## src/hdl/cable_diag_defs.svh

```systemverilog
/*
  Offsets, field positions, reset values and bus figures for the cable
  diagnostic amplitude result registers.
  Assumes a 32-bit Wishbone word per register index, byte address = 4 * index.
*/
`ifndef CABLE_DIAG_DEFS_SVH
`define CABLE_DIAG_DEFS_SVH

// ********************************************************************
// Register indices (byte address is four times the index)
// ********************************************************************
`define IDX_DIAG_CONTROL_REG   16'h001E
`define IDX_TX_PEAK_LOC_3_4    16'h0181
`define IDX_RX1_TX5_PEAK_LOC   16'h0182
`define IDX_RX_PEAK_LOC_2_3    16'h0183
`define IDX_TX_PEAK_AMP_3_4    16'h0186
`define IDX_RX1_TX5_PEAK_AMP   16'h0187
`define IDX_RX_PEAK_AMP_2_3    16'h0188

// ********************************************************************
// Field positions and reset values
// ********************************************************************
`define DIAG_DONE_BIT          1
`define DIAG_BUSY_BIT          0
`define AMP_HI_LSB             8
`define AMP_LO_LSB             0
`define AMP_W                  7
`define LOC_W                  8
`define AMP_RESET              7'h00
`define LOC_RESET              8'h00
`define RDATA_RESET            32'h0000_0000
`define UNMAPPED_RDATA         32'h0000_0000

// ********************************************************************
// Bus figures
// ********************************************************************
`define WB_DATA_W              32
`define WB_SEL_W               4
`define MIN_ADDR_W             11

`endif

```

## src/hdl/cable_diag_pkg.sv

```systemverilog
/*
  Types for the cable diagnostic amplitude result block.
  Assumes cable_diag_defs.svh is on the include path.
*/
`include "cable_diag_defs.svh"

package cable_diag_pkg;

  // ********************************************************************
  // Result carriers
  // ********************************************************************
  typedef struct packed {
    logic [`AMP_W-1:0] tx4;
    logic [`AMP_W-1:0] tx3;
    logic [`AMP_W-1:0] rx1;
    logic [`AMP_W-1:0] tx5;
    logic [`AMP_W-1:0] rx3;
    logic [`AMP_W-1:0] rx2;
  } amp_set_t;

  typedef struct packed {
    logic [`LOC_W-1:0] tx4;
    logic [`LOC_W-1:0] tx3;
    logic [`LOC_W-1:0] rx1;
    logic [`LOC_W-1:0] tx5;
    logic [`LOC_W-1:0] rx3;
    logic [`LOC_W-1:0] rx2;
  } loc_set_t;

  // ********************************************************************
  // Run tracking and module state
  // ********************************************************************
  typedef enum logic [1:0] {
    RUN_IDLE = 2'b00,
    RUN_BUSY = 2'b01,
    RUN_DONE = 2'b10
  } run_state_t;

  typedef struct packed {
    run_state_t             run;
    amp_set_t               amp;
    loc_set_t               loc;
    logic [`WB_DATA_W-1:0]  rdata;
  } diag_state_t;

  typedef struct packed {
    logic ack;
    logic err;
  } wb_state_t;

endpackage

```

## src/hdl/wb_classic_slave.sv

```systemverilog
/*
  Classic Wishbone slave handshake: one wait state, ack or err for one cycle.
  Assumes the parent reports whether the decoded index is mapped.
*/
`timescale 1ns/1ps
`default_nettype none

module wb_classic_slave #(
  parameter int ADDR_W = 12
) (
  input  wire logic              clk_i,
  input  wire logic              rst_i,
  input  wire logic              cyc_i,
  input  wire logic              stb_i,
  input  wire logic [ADDR_W-1:0] adr_i,
  input  wire logic              hit_i,
  output logic [15:0]            idx_o,
  output logic                   take_o,
  output logic                   ack_o,
  output logic                   err_o
);

  cable_diag_pkg::wb_state_t st;
  cable_diag_pkg::wb_state_t next_st;

  // ********************************************************************
  // Decode and answer
  // ********************************************************************
  // Blocking a new take while an answer stands keeps one answer per request
  assign take_o = cyc_i & stb_i & ~st.ack & ~st.err;
  assign idx_o  = 16'(adr_i[ADDR_W-1:2]);
  assign ack_o  = st.ack;
  assign err_o  = st.err;

  always_comb begin
    next_st.ack = take_o & hit_i;
    next_st.err = take_o & ~hit_i;
  end

  always_ff @(posedge clk_i) begin
    if (rst_i) begin
      st <= '0;
    end else begin
      st <= next_st;
    end
  end

endmodule

`default_nettype wire

```

## src/hdl/cable_diag_amplitude_results.sv

```systemverilog
/*
  Cable diagnostic amplitude (and matching location) result registers,
  read by software over classic Wishbone, loaded by the reflectometry engine.
  Assumes the engine pulses diag_start_i when a run begins and diag_done_i for
  one cycle with amp_i and loc_i valid when the run completes.
*/
// Operation
// Results mean something only after software reads the done flag, bit 1 of the control word at 0x1E, as one.
// Bits 15 and 7 of each amplitude register ignore writes and always read zero.
// Index 0x186 returns transmit peak 4 amplitude in 14:8 and peak 3 in 6:0, paired with location 0x181.
// Index 0x187 returns receive peak 1 amplitude in 14:8 and transmit peak 5 in 6:0, paired with 0x182.
// Index 0x188 returns receive peak 3 amplitude in 14:8 and receive peak 2 in 6:0, paired with 0x183.
// Every 7-bit amplitude field is read only and resets to zero.
// Location registers hold one 8-bit location per peak, byte-matched to the amplitude fields.
// All fields load when a run completes and stay stable until the next run or a reset.
`timescale 1ns/1ps
`default_nettype none

`include "cable_diag_defs.svh"

module cable_diag_amplitude_results #(
  parameter int ADDR_W = 12
) (
  input  wire logic                      clk_i,
  input  wire logic                      rst_i,
  input  wire logic                      wb_cyc_i,
  input  wire logic                      wb_stb_i,
  input  wire logic                      wb_we_i,
  input  wire logic [ADDR_W-1:0]         wb_adr_i,
  input  wire logic [`WB_SEL_W-1:0]      wb_sel_i,
  input  wire logic [`WB_DATA_W-1:0]     wb_dat_i,
  output logic      [`WB_DATA_W-1:0]     wb_dat_o,
  output logic                           wb_ack_o,
  output logic                           wb_err_o,
  input  wire logic                      diag_start_i,
  input  wire logic                      diag_done_i,
  input  wire cable_diag_pkg::amp_set_t  amp_i,
  input  wire cable_diag_pkg::loc_set_t  loc_i,
  output logic                           diag_busy_o,
  output logic                           diag_done_o
);

  // ********************************************************************
  // Elaboration checks
  // ********************************************************************
  // The highest index 0x188 needs nine index bits above the byte lanes
  if (ADDR_W < `MIN_ADDR_W) begin : g_addr_check
    $error("ADDR_W too small to reach the result registers");
  end

  // The index is carried in 16 bits, so a wider byte address would alias
  if (ADDR_W > 18) begin : g_addr_wide_check
    $error("ADDR_W too wide for the 16-bit register index");
  end

  // Both amplitude fields must stay clear of reserved bits 15 and 7
  if ((`AMP_HI_LSB + `AMP_W > 15) || (`AMP_LO_LSB + `AMP_W > 7)) begin : g_amp_field_check
    $error("Amplitude field would reach a reserved bit");
  end

  // Both location bytes share one 16-bit word without overlapping
  if (`LOC_W > `AMP_HI_LSB) begin : g_loc_field_check
    $error("Location fields would overlap");
  end

  // Every register word is 16 bits wide, so the bus must carry at least that
  if (`WB_DATA_W < 16) begin : g_bus_width_check
    $error("Bus data width below the 16-bit register width");
  end

  // ********************************************************************
  // Helpers
  // ********************************************************************
  // Reserved bits 15 and 7 are forced to zero here, whatever is stored
  function automatic logic [`WB_DATA_W-1:0] pack_amp(
    input logic [`AMP_W-1:0] hi,
    input logic [`AMP_W-1:0] lo
  );
    logic [`WB_DATA_W-1:0] w;
    w = '0;
    w[`AMP_HI_LSB +: `AMP_W] = hi;
    w[`AMP_LO_LSB +: `AMP_W] = lo;
    return w;
  endfunction

  function automatic logic [`WB_DATA_W-1:0] pack_loc(
    input logic [`LOC_W-1:0] hi,
    input logic [`LOC_W-1:0] lo
  );
    logic [`WB_DATA_W-1:0] w;
    w = '0;
    w[`AMP_HI_LSB +: `LOC_W] = hi;
    w[`AMP_LO_LSB +: `LOC_W] = lo;
    return w;
  endfunction

  function automatic logic is_mapped(input logic [15:0] idx);
    case (idx)
      `IDX_DIAG_CONTROL_REG,
      `IDX_TX_PEAK_LOC_3_4,
      `IDX_RX1_TX5_PEAK_LOC,
      `IDX_RX_PEAK_LOC_2_3,
      `IDX_TX_PEAK_AMP_3_4,
      `IDX_RX1_TX5_PEAK_AMP,
      `IDX_RX_PEAK_AMP_2_3: is_mapped = 1'b1;
      default:              is_mapped = 1'b0;
    endcase
  endfunction

  // ********************************************************************
  // Bus handshake
  // ********************************************************************
  logic [15:0] idx;
  logic        take;
  logic        hit;

  // Unmapped indices answer with err, so a stray address is visible to software
  assign hit = is_mapped(idx);

  wb_classic_slave #(
    .ADDR_W (ADDR_W)
  ) u_slave (
    .clk_i  (clk_i),
    .rst_i  (rst_i),
    .cyc_i  (wb_cyc_i),
    .stb_i  (wb_stb_i),
    .adr_i  (wb_adr_i),
    .hit_i  (hit),
    .idx_o  (idx),
    .take_o (take),
    .ack_o  (wb_ack_o),
    .err_o  (wb_err_o)
  );

  // ********************************************************************
  // State
  // ********************************************************************
  cable_diag_pkg::diag_state_t st;
  cable_diag_pkg::diag_state_t next_st;
  logic [`WB_DATA_W-1:0]       read_word;
  logic [`WB_DATA_W-1:0]       ctrl_word;

  always_comb begin
    ctrl_word = '0;
    ctrl_word[`DIAG_DONE_BIT] = (st.run == cable_diag_pkg::RUN_DONE);
    ctrl_word[`DIAG_BUSY_BIT] = (st.run == cable_diag_pkg::RUN_BUSY);
  end

  // ********************************************************************
  // Read decode
  // ********************************************************************
  // Writes have no path into any field: every register here is read only
  always_comb begin
    case (idx)
      `IDX_DIAG_CONTROL_REG: read_word = ctrl_word;
      `IDX_TX_PEAK_LOC_3_4:  read_word = pack_loc(st.loc.tx4, st.loc.tx3);
      `IDX_RX1_TX5_PEAK_LOC: read_word = pack_loc(st.loc.rx1, st.loc.tx5);
      `IDX_RX_PEAK_LOC_2_3:  read_word = pack_loc(st.loc.rx3, st.loc.rx2);
      `IDX_TX_PEAK_AMP_3_4:  read_word = pack_amp(st.amp.tx4, st.amp.tx3);
      `IDX_RX1_TX5_PEAK_AMP: read_word = pack_amp(st.amp.rx1, st.amp.tx5);
      `IDX_RX_PEAK_AMP_2_3:  read_word = pack_amp(st.amp.rx3, st.amp.rx2);
      default:               read_word = `UNMAPPED_RDATA;
    endcase
  end

  // ********************************************************************
  // Run tracking and result capture
  // ********************************************************************
  always_comb begin
    next_st = st;
    case (st.run)
      cable_diag_pkg::RUN_IDLE,
      cable_diag_pkg::RUN_DONE: begin
        // Completion wins if it lands with a start in the same cycle
        if (diag_done_i) begin
          next_st.run = cable_diag_pkg::RUN_DONE;
        end else if (diag_start_i) begin
          next_st.run = cable_diag_pkg::RUN_BUSY;
        end
      end
      cable_diag_pkg::RUN_BUSY: begin
        if (diag_done_i) begin
          next_st.run = cable_diag_pkg::RUN_DONE;
        end
      end
      default: begin
        next_st.run = cable_diag_pkg::RUN_IDLE;
      end
    endcase
    // Results change only on completion, so a read never sees a half-load
    if (diag_done_i) begin
      next_st.amp = amp_i;
      next_st.loc = loc_i;
    end
    // Read data is captured in the same cycle the request is taken
    if (take) begin
      next_st.rdata = wb_we_i ? `RDATA_RESET : read_word;
    end
  end

  always_ff @(posedge clk_i) begin
    if (rst_i) begin
      // Clearing every field means reads before the first run return zero
      st.run   <= cable_diag_pkg::RUN_IDLE;
      st.amp   <= {6{`AMP_RESET}};
      st.loc   <= {6{`LOC_RESET}};
      st.rdata <= `RDATA_RESET;
    end else begin
      st <= next_st;
    end
  end

  // ********************************************************************
  // Outputs
  // ********************************************************************
  // Flags decode the run state itself, so they never disagree with the status word
  assign wb_dat_o    = st.rdata;
  assign diag_busy_o = (st.run == cable_diag_pkg::RUN_BUSY);
  assign diag_done_o = (st.run == cable_diag_pkg::RUN_DONE);

endmodule

`default_nettype wire

```

## config.mk

```make
export PLATFORM = sky130hd
export DESIGN_NAME = cable_diag_amplitude_results
export DESIGN_NICKNAME = d
export VERILOG_FILES = /design/src/hdl/cable_diag_pkg.sv /design/src/hdl/wb_classic_slave.sv /design/src/hdl/cable_diag_amplitude_results.sv
export VERILOG_INCLUDE_DIRS = /design/src /design/src/hdl
export SDC_FILE = /design/constraint.sdc
export NUM_CORES = 1
export LEC_CHECK = 0
export ABC_CLOCK_PERIOD_IN_PS = 1920
export BUFFER_PORTS_ARGS = -buffer_cell sky130_fd_sc_hd__buf_2
export CORE_UTILIZATION = 49
export CTS_CLUSTER_DIAMETER = 40
export DETAILED_ROUTE_END_ITERATION = 10
export PLACE_DENSITY = 0.8
export SYNTH_ARGS = -nofsm -noshare
export SYNTH_HDL_FRONTEND = slang
export SYNTH_SLANG_ARGS = --single-unit
export TNS_END_PERCENT = 50
```

## constraint.sdc

```tcl
create_clock -name clk_i -period 1.92 [get_ports clk_i]
set_clock_uncertainty 0.2 [all_clocks]
set_input_delay 0.096 -clock clk_i [delete_from_list [all_inputs] [get_ports clk_i]]
set_output_delay 0.096 -clock clk_i [all_outputs]
set_load 0.02 [all_outputs]
```

Word-level counts from Yosys, hierarchy flattened

Cells that the tools add are included.

Register bits: 126
Input port bits: 145
Output and inout port bits: 36

Eq/ne operators: 11
Muxes and demuxes: 7
Bitwise operators: 8
Reductions and logical operators: 4

Operator list:

| operator                                             | count |
|---|---|
| case mux 16 bit (7 select lines)                     | 1 |
| equality test 10 x 9 -> 1 bit, second input constant | 6 |
| two-way mux 32 bit                                   | 1 |
| equality test 10 x 5 -> 1 bit, second input constant | 1 |
| OR reduction 7 bit                                   | 1 |
| two-way mux 2 bit                                    | 3 |
| AND 1 bit                                            | 5 |
| case mux 2 bit (2 select lines)                      | 1 |
| != test 3 bit, second input constant                 | 1 |
| NOT 1 bit                                            | 3 |
| equality test 2 x 1 -> 1 bit, second input constant  | 1 |
| equality test 2 bit, second input constant           | 1 |
| zero test 2 bit                                      | 1 |
| != test 2 bit, second input constant                 | 1 |
| AND reduction 2 bit                                  | 1 |
| OR reduction 2 bit                                   | 1 |
| two-way mux 1 bit                                    | 1 |

Longest topological paths before layout

Word-level depth: 5
Depth in mapped cells: 8
Gate-level depth less buffers: 5

Modules after synthesis

A second synthesis with hierarchy kept.

Cells, all modules: 529
Area total of the unflattened synthesis: 5216.3 um2

Modules (own cells, without submodules):

| module                       | instances | cells an instance | area each (um2) |
|---|---|---|---|
| cable_diag_amplitude_results | 1         | 506               | 5007.3 |
| wb_classic_slave             | 1         | 23                | 209.0 |

Worst setup path after synthesis

Ideal clock, no wire load.

Kind: input port to flip-flop
Start point: in wb_adr_i[2]
End point: reg st (netlist bit wb_dat_o[5])
Data arrival time: 1420 ps
Setup slack: 173 ps
Stages on the path: 7
Buffers on the path: 2
Cell sequence: buf_2 > buf_1 > mux2_2 > a22oi_1 > o211ai_1 > a22oi_1 > nor2_1

Word-level cells in the longest chain between the ends: 3
Elaborated cells on any way between the ends: 9

Ends and longest elaborated chain:

| what                                                                                  | line                                | RTL |
|---|---|---|
| start, declared                                                                       | cable_diag_amplitude_results.sv:29  | `input wire logic [ADDR_W-1:0] wb_adr_i,` |
| equality test 10 x 9 -> 1 bit / equality test 10 x 5 -> 1 bit (equally long branches) | cable_diag_amplitude_results.sv:154 | `case (idx)` |
| case mux 16 bit (7 select lines) *                                                    | cable_diag_amplitude_results.sv:154 |  |
| two-way mux 32 bit *                                                                  | cable_diag_amplitude_results.sv:197 | `` next_st.rdata = wb_we_i ? `RDATA_RESET : read_word; `` |
| end signal, assigned                                                                  | cable_diag_amplitude_results.sv:209 | `st <= next_st;` |
| end, declared                                                                         | cable_diag_amplitude_results.sv:138 | `cable_diag_pkg::diag_state_t st;` |

Mark *: on every way between the ends. The rest lies on a longest branch, timed or not.
A chain may end at the register's enable or synchronous reset.

==> flow_summary.yaml <==
clock_tree:
  tritoncts: "yes"
  root_buffer: "clkbuf_8"
  post_cts_buffers: 0
  worstSkewPairLatency_ns: 0.39
  cts.sinks: 110
  cts_made_buffers: 9
  h-tree-depth: 3
  clock_path_buffers: 2
  clk_pin_slew_ns: 0.11
route:
  drt_pass1_iterations: 5
  drtIter0Drc: 222
  ant_nets: 0
  drt-wirelength-per-cell_um: 17.0
  via_per_inst: 5.30
  vias: 4570
  drc: 0
  routed_wl_um: 14700
timing:
  tightest_slew_ns: 0.646
  fin_ws_ns: 0.185
  layout_min_cycle_time_ns: 1.73
  final-setup-viol-count: 0
  whs_ns: 0.0114
  hold_viol: 0
  fin_crit_sh: 0.904
  final_max_slew_viol_count: 0
  relSlewSlack: 0.568
  grt_setup_unrepaired: "false"
  fmax_mhz: 576
global_routing:
  antenna_found_initial: 0
  grt_pass1_wl_um: 22500
  overflow: 0
  grt_usage: 0.290
  grt_max_degree: 55
  grt_pass1_vias: 4706
placement:
  io_buffers: 126
  post_dp_cell_area_um2: 5520
  post-place-ws_ns: -0.0502
  place_congestion: 0.813
  dp_hpwl_um: 8830
yosys:
  synthSimpleGateAreaFrac: 0.122
  syn_area_um2: 4860
  synth_seq_cells: 110
  synth_top_family_by_area: "multiplexers"
  synth_async_sr_flop_share: 0
  synth_enable_flop_cells: 0
  yosys_warnings: 0
  synth_fa_ha_area_frac: 0
  synthCells: 501
  synth_xor_xnor_area_share: 0
  muxShareOfSynthArea: 0.232
  synth.distinct_cells: 33
  yosysSeqAreaShare: 0.453
  ys.flop_type: "dfxtp_1"
  syn_area_per_cell_um2: 9.70
  synth_compound_area_frac: 0.109
die:
  dieArea_um2: 10300
  initial_core_util: 0.516
  coreArea_um2: 9420
  num_rows: 35
  die_w_um: 102
  die_h_um: 102
  io_pins: 181
final_layout:
  fin_nets: 874
  syn_to_final_growth_pct: 43.6
  antenna_cells: 0
  drive_above_1_share: 0.255
  final_area_um2: 6980
power:
  p_per_area_nw_per_um2: 681
  p_leak_nw: 3.24
  peakVddDrop_mv: 0.479
setup_path:
  start_kind: "input pin"
  setup.worst_path.end_class: "flip-flop"
  crit_fanout: 38
  arrival_ns: 1.80
  critPathKind: "in2reg"
  worst_ep_required_time_ns: 1.99
job:
  maxCapViolations: 0
min_path:
  hp-class: "in2reg"
outcome:
  status: "finished, final reports clean"
flip-flops by register name, summed over array words and instances (netlist names):
name,cells
u_slave.ack_o,1
wb_dat_o,16
st,92
u_slave.err_o,1
logic make-up (layout without fill, tap and decap cells):
| logic type | after synthesis | count (layout) |
|---|---|---|
| other cells | 1 | 16 |
| buf+inv | 72 | 290 |
| compound gates | 70 | 70 |
| mux | 110 | 110 |
| flops | 110 | 110 |
| simple gates | 138 | 138 |
per-layer routing:
layer  global-route usage  routed length (µm)
met5                    0                   0
met4                0.166                 690
met3               0.0573                 832
met2                0.536                7430
met1                0.305                5710
metrics by stage:
stage / total power, mW / utilization / setup TNS [ns] / instances
after floorplan: 2.89 / - / 0 / 516
after global placement: 3.07 / 0.586 / -0.00626 / 722
after detailed placement: 3.10 / 0.586 / -0.0502 / 722
after CTS: 4.74 / 0.742 / 0 / 863
after global routing: 4.91 / 0.742 / 0 / 863
final: 4.75 / 0.742 / 0 / 863
placed cells by master, fill, tap and decap left out, drive strengths merged, types with 9 or more instances in the layout:
cell / n
a22oi: 36
buf: 145
clkbuf: 9
conb: 16
dfxtp: 110
dlygate4sd3: 125
inv: 9
mux2: 20
mux2i: 90
nand2: 12
nor2: 110
o211ai: 10
power breakdown:
group          switching, mW  leakage (nW)  internal, mW
Clock                  0.920         0.108         0.544
Sequential            0.0687         0.905          2.40
Combinational          0.373          2.23         0.452
Total                   1.36          3.24          3.39
worst max-delay path: stages:
cell	delay, ns
dlygate4sd3_1	0.54
buf_4	0.37
a31oi_1	0.07
dlygate4sd3_1	0.59
nand2_1	0.07
o21ai_0	0.07
final timing paths:
kind | end | startpoint | slack, ns | cells past startpoint
worst min register to register | wb_dat_o[0] | wb_dat_o[0] | 0.28 | 2
worst max-delay path | wb_dat_o[1] | rst_i | 0.19 | 6
worst min-delay path | wb_dat_o[0] | wb_we_i | 0.01 | 4
worst max register to register | wb_dat_o[13] | st[120] | 0.31 | 5
area by class of cell:
type / count / area, µm²
flip-flops and latches: 110 / 2200
fillers: 623 / 2430
inverters: 4 / 15.0
multi-input cells: 334 / 2310
repair buffers: 270 / 2080
clock inverters: 7 / 91.3
clock buffers: 9 / 124
well taps: 129 / 161
synthesized netlist by cell type (2+ instances only):
library cell,n,area [µm²]
buf_2,3,15.0
a22oi_1,36,270
nor2b_1,3,18.8
mux2i_1,90,901
a32oi_1,6,52.6
o21ai_0,6,30.0
a22o_1,2,17.5
buf_1,10,37.5
nor2_1,110,413
o211ai_1,10,75.1
clkbuf_1,21,78.8
inv_1,4,15.0
mux2_2,20,225
dfxtp_1,110,2200
a21oi_1,6,30.0
nor3_1,4,20.0
buf_4,33,248
nand2_1,12,45.0
timing repair:
item | 4_1_cts | 5_1_grt
resized for setup | 0 | 0
hold endpoints to repair | 105 | 0
hold buffers | 125 | 0
No activity file was read; power rests on OpenSTA's default activity.
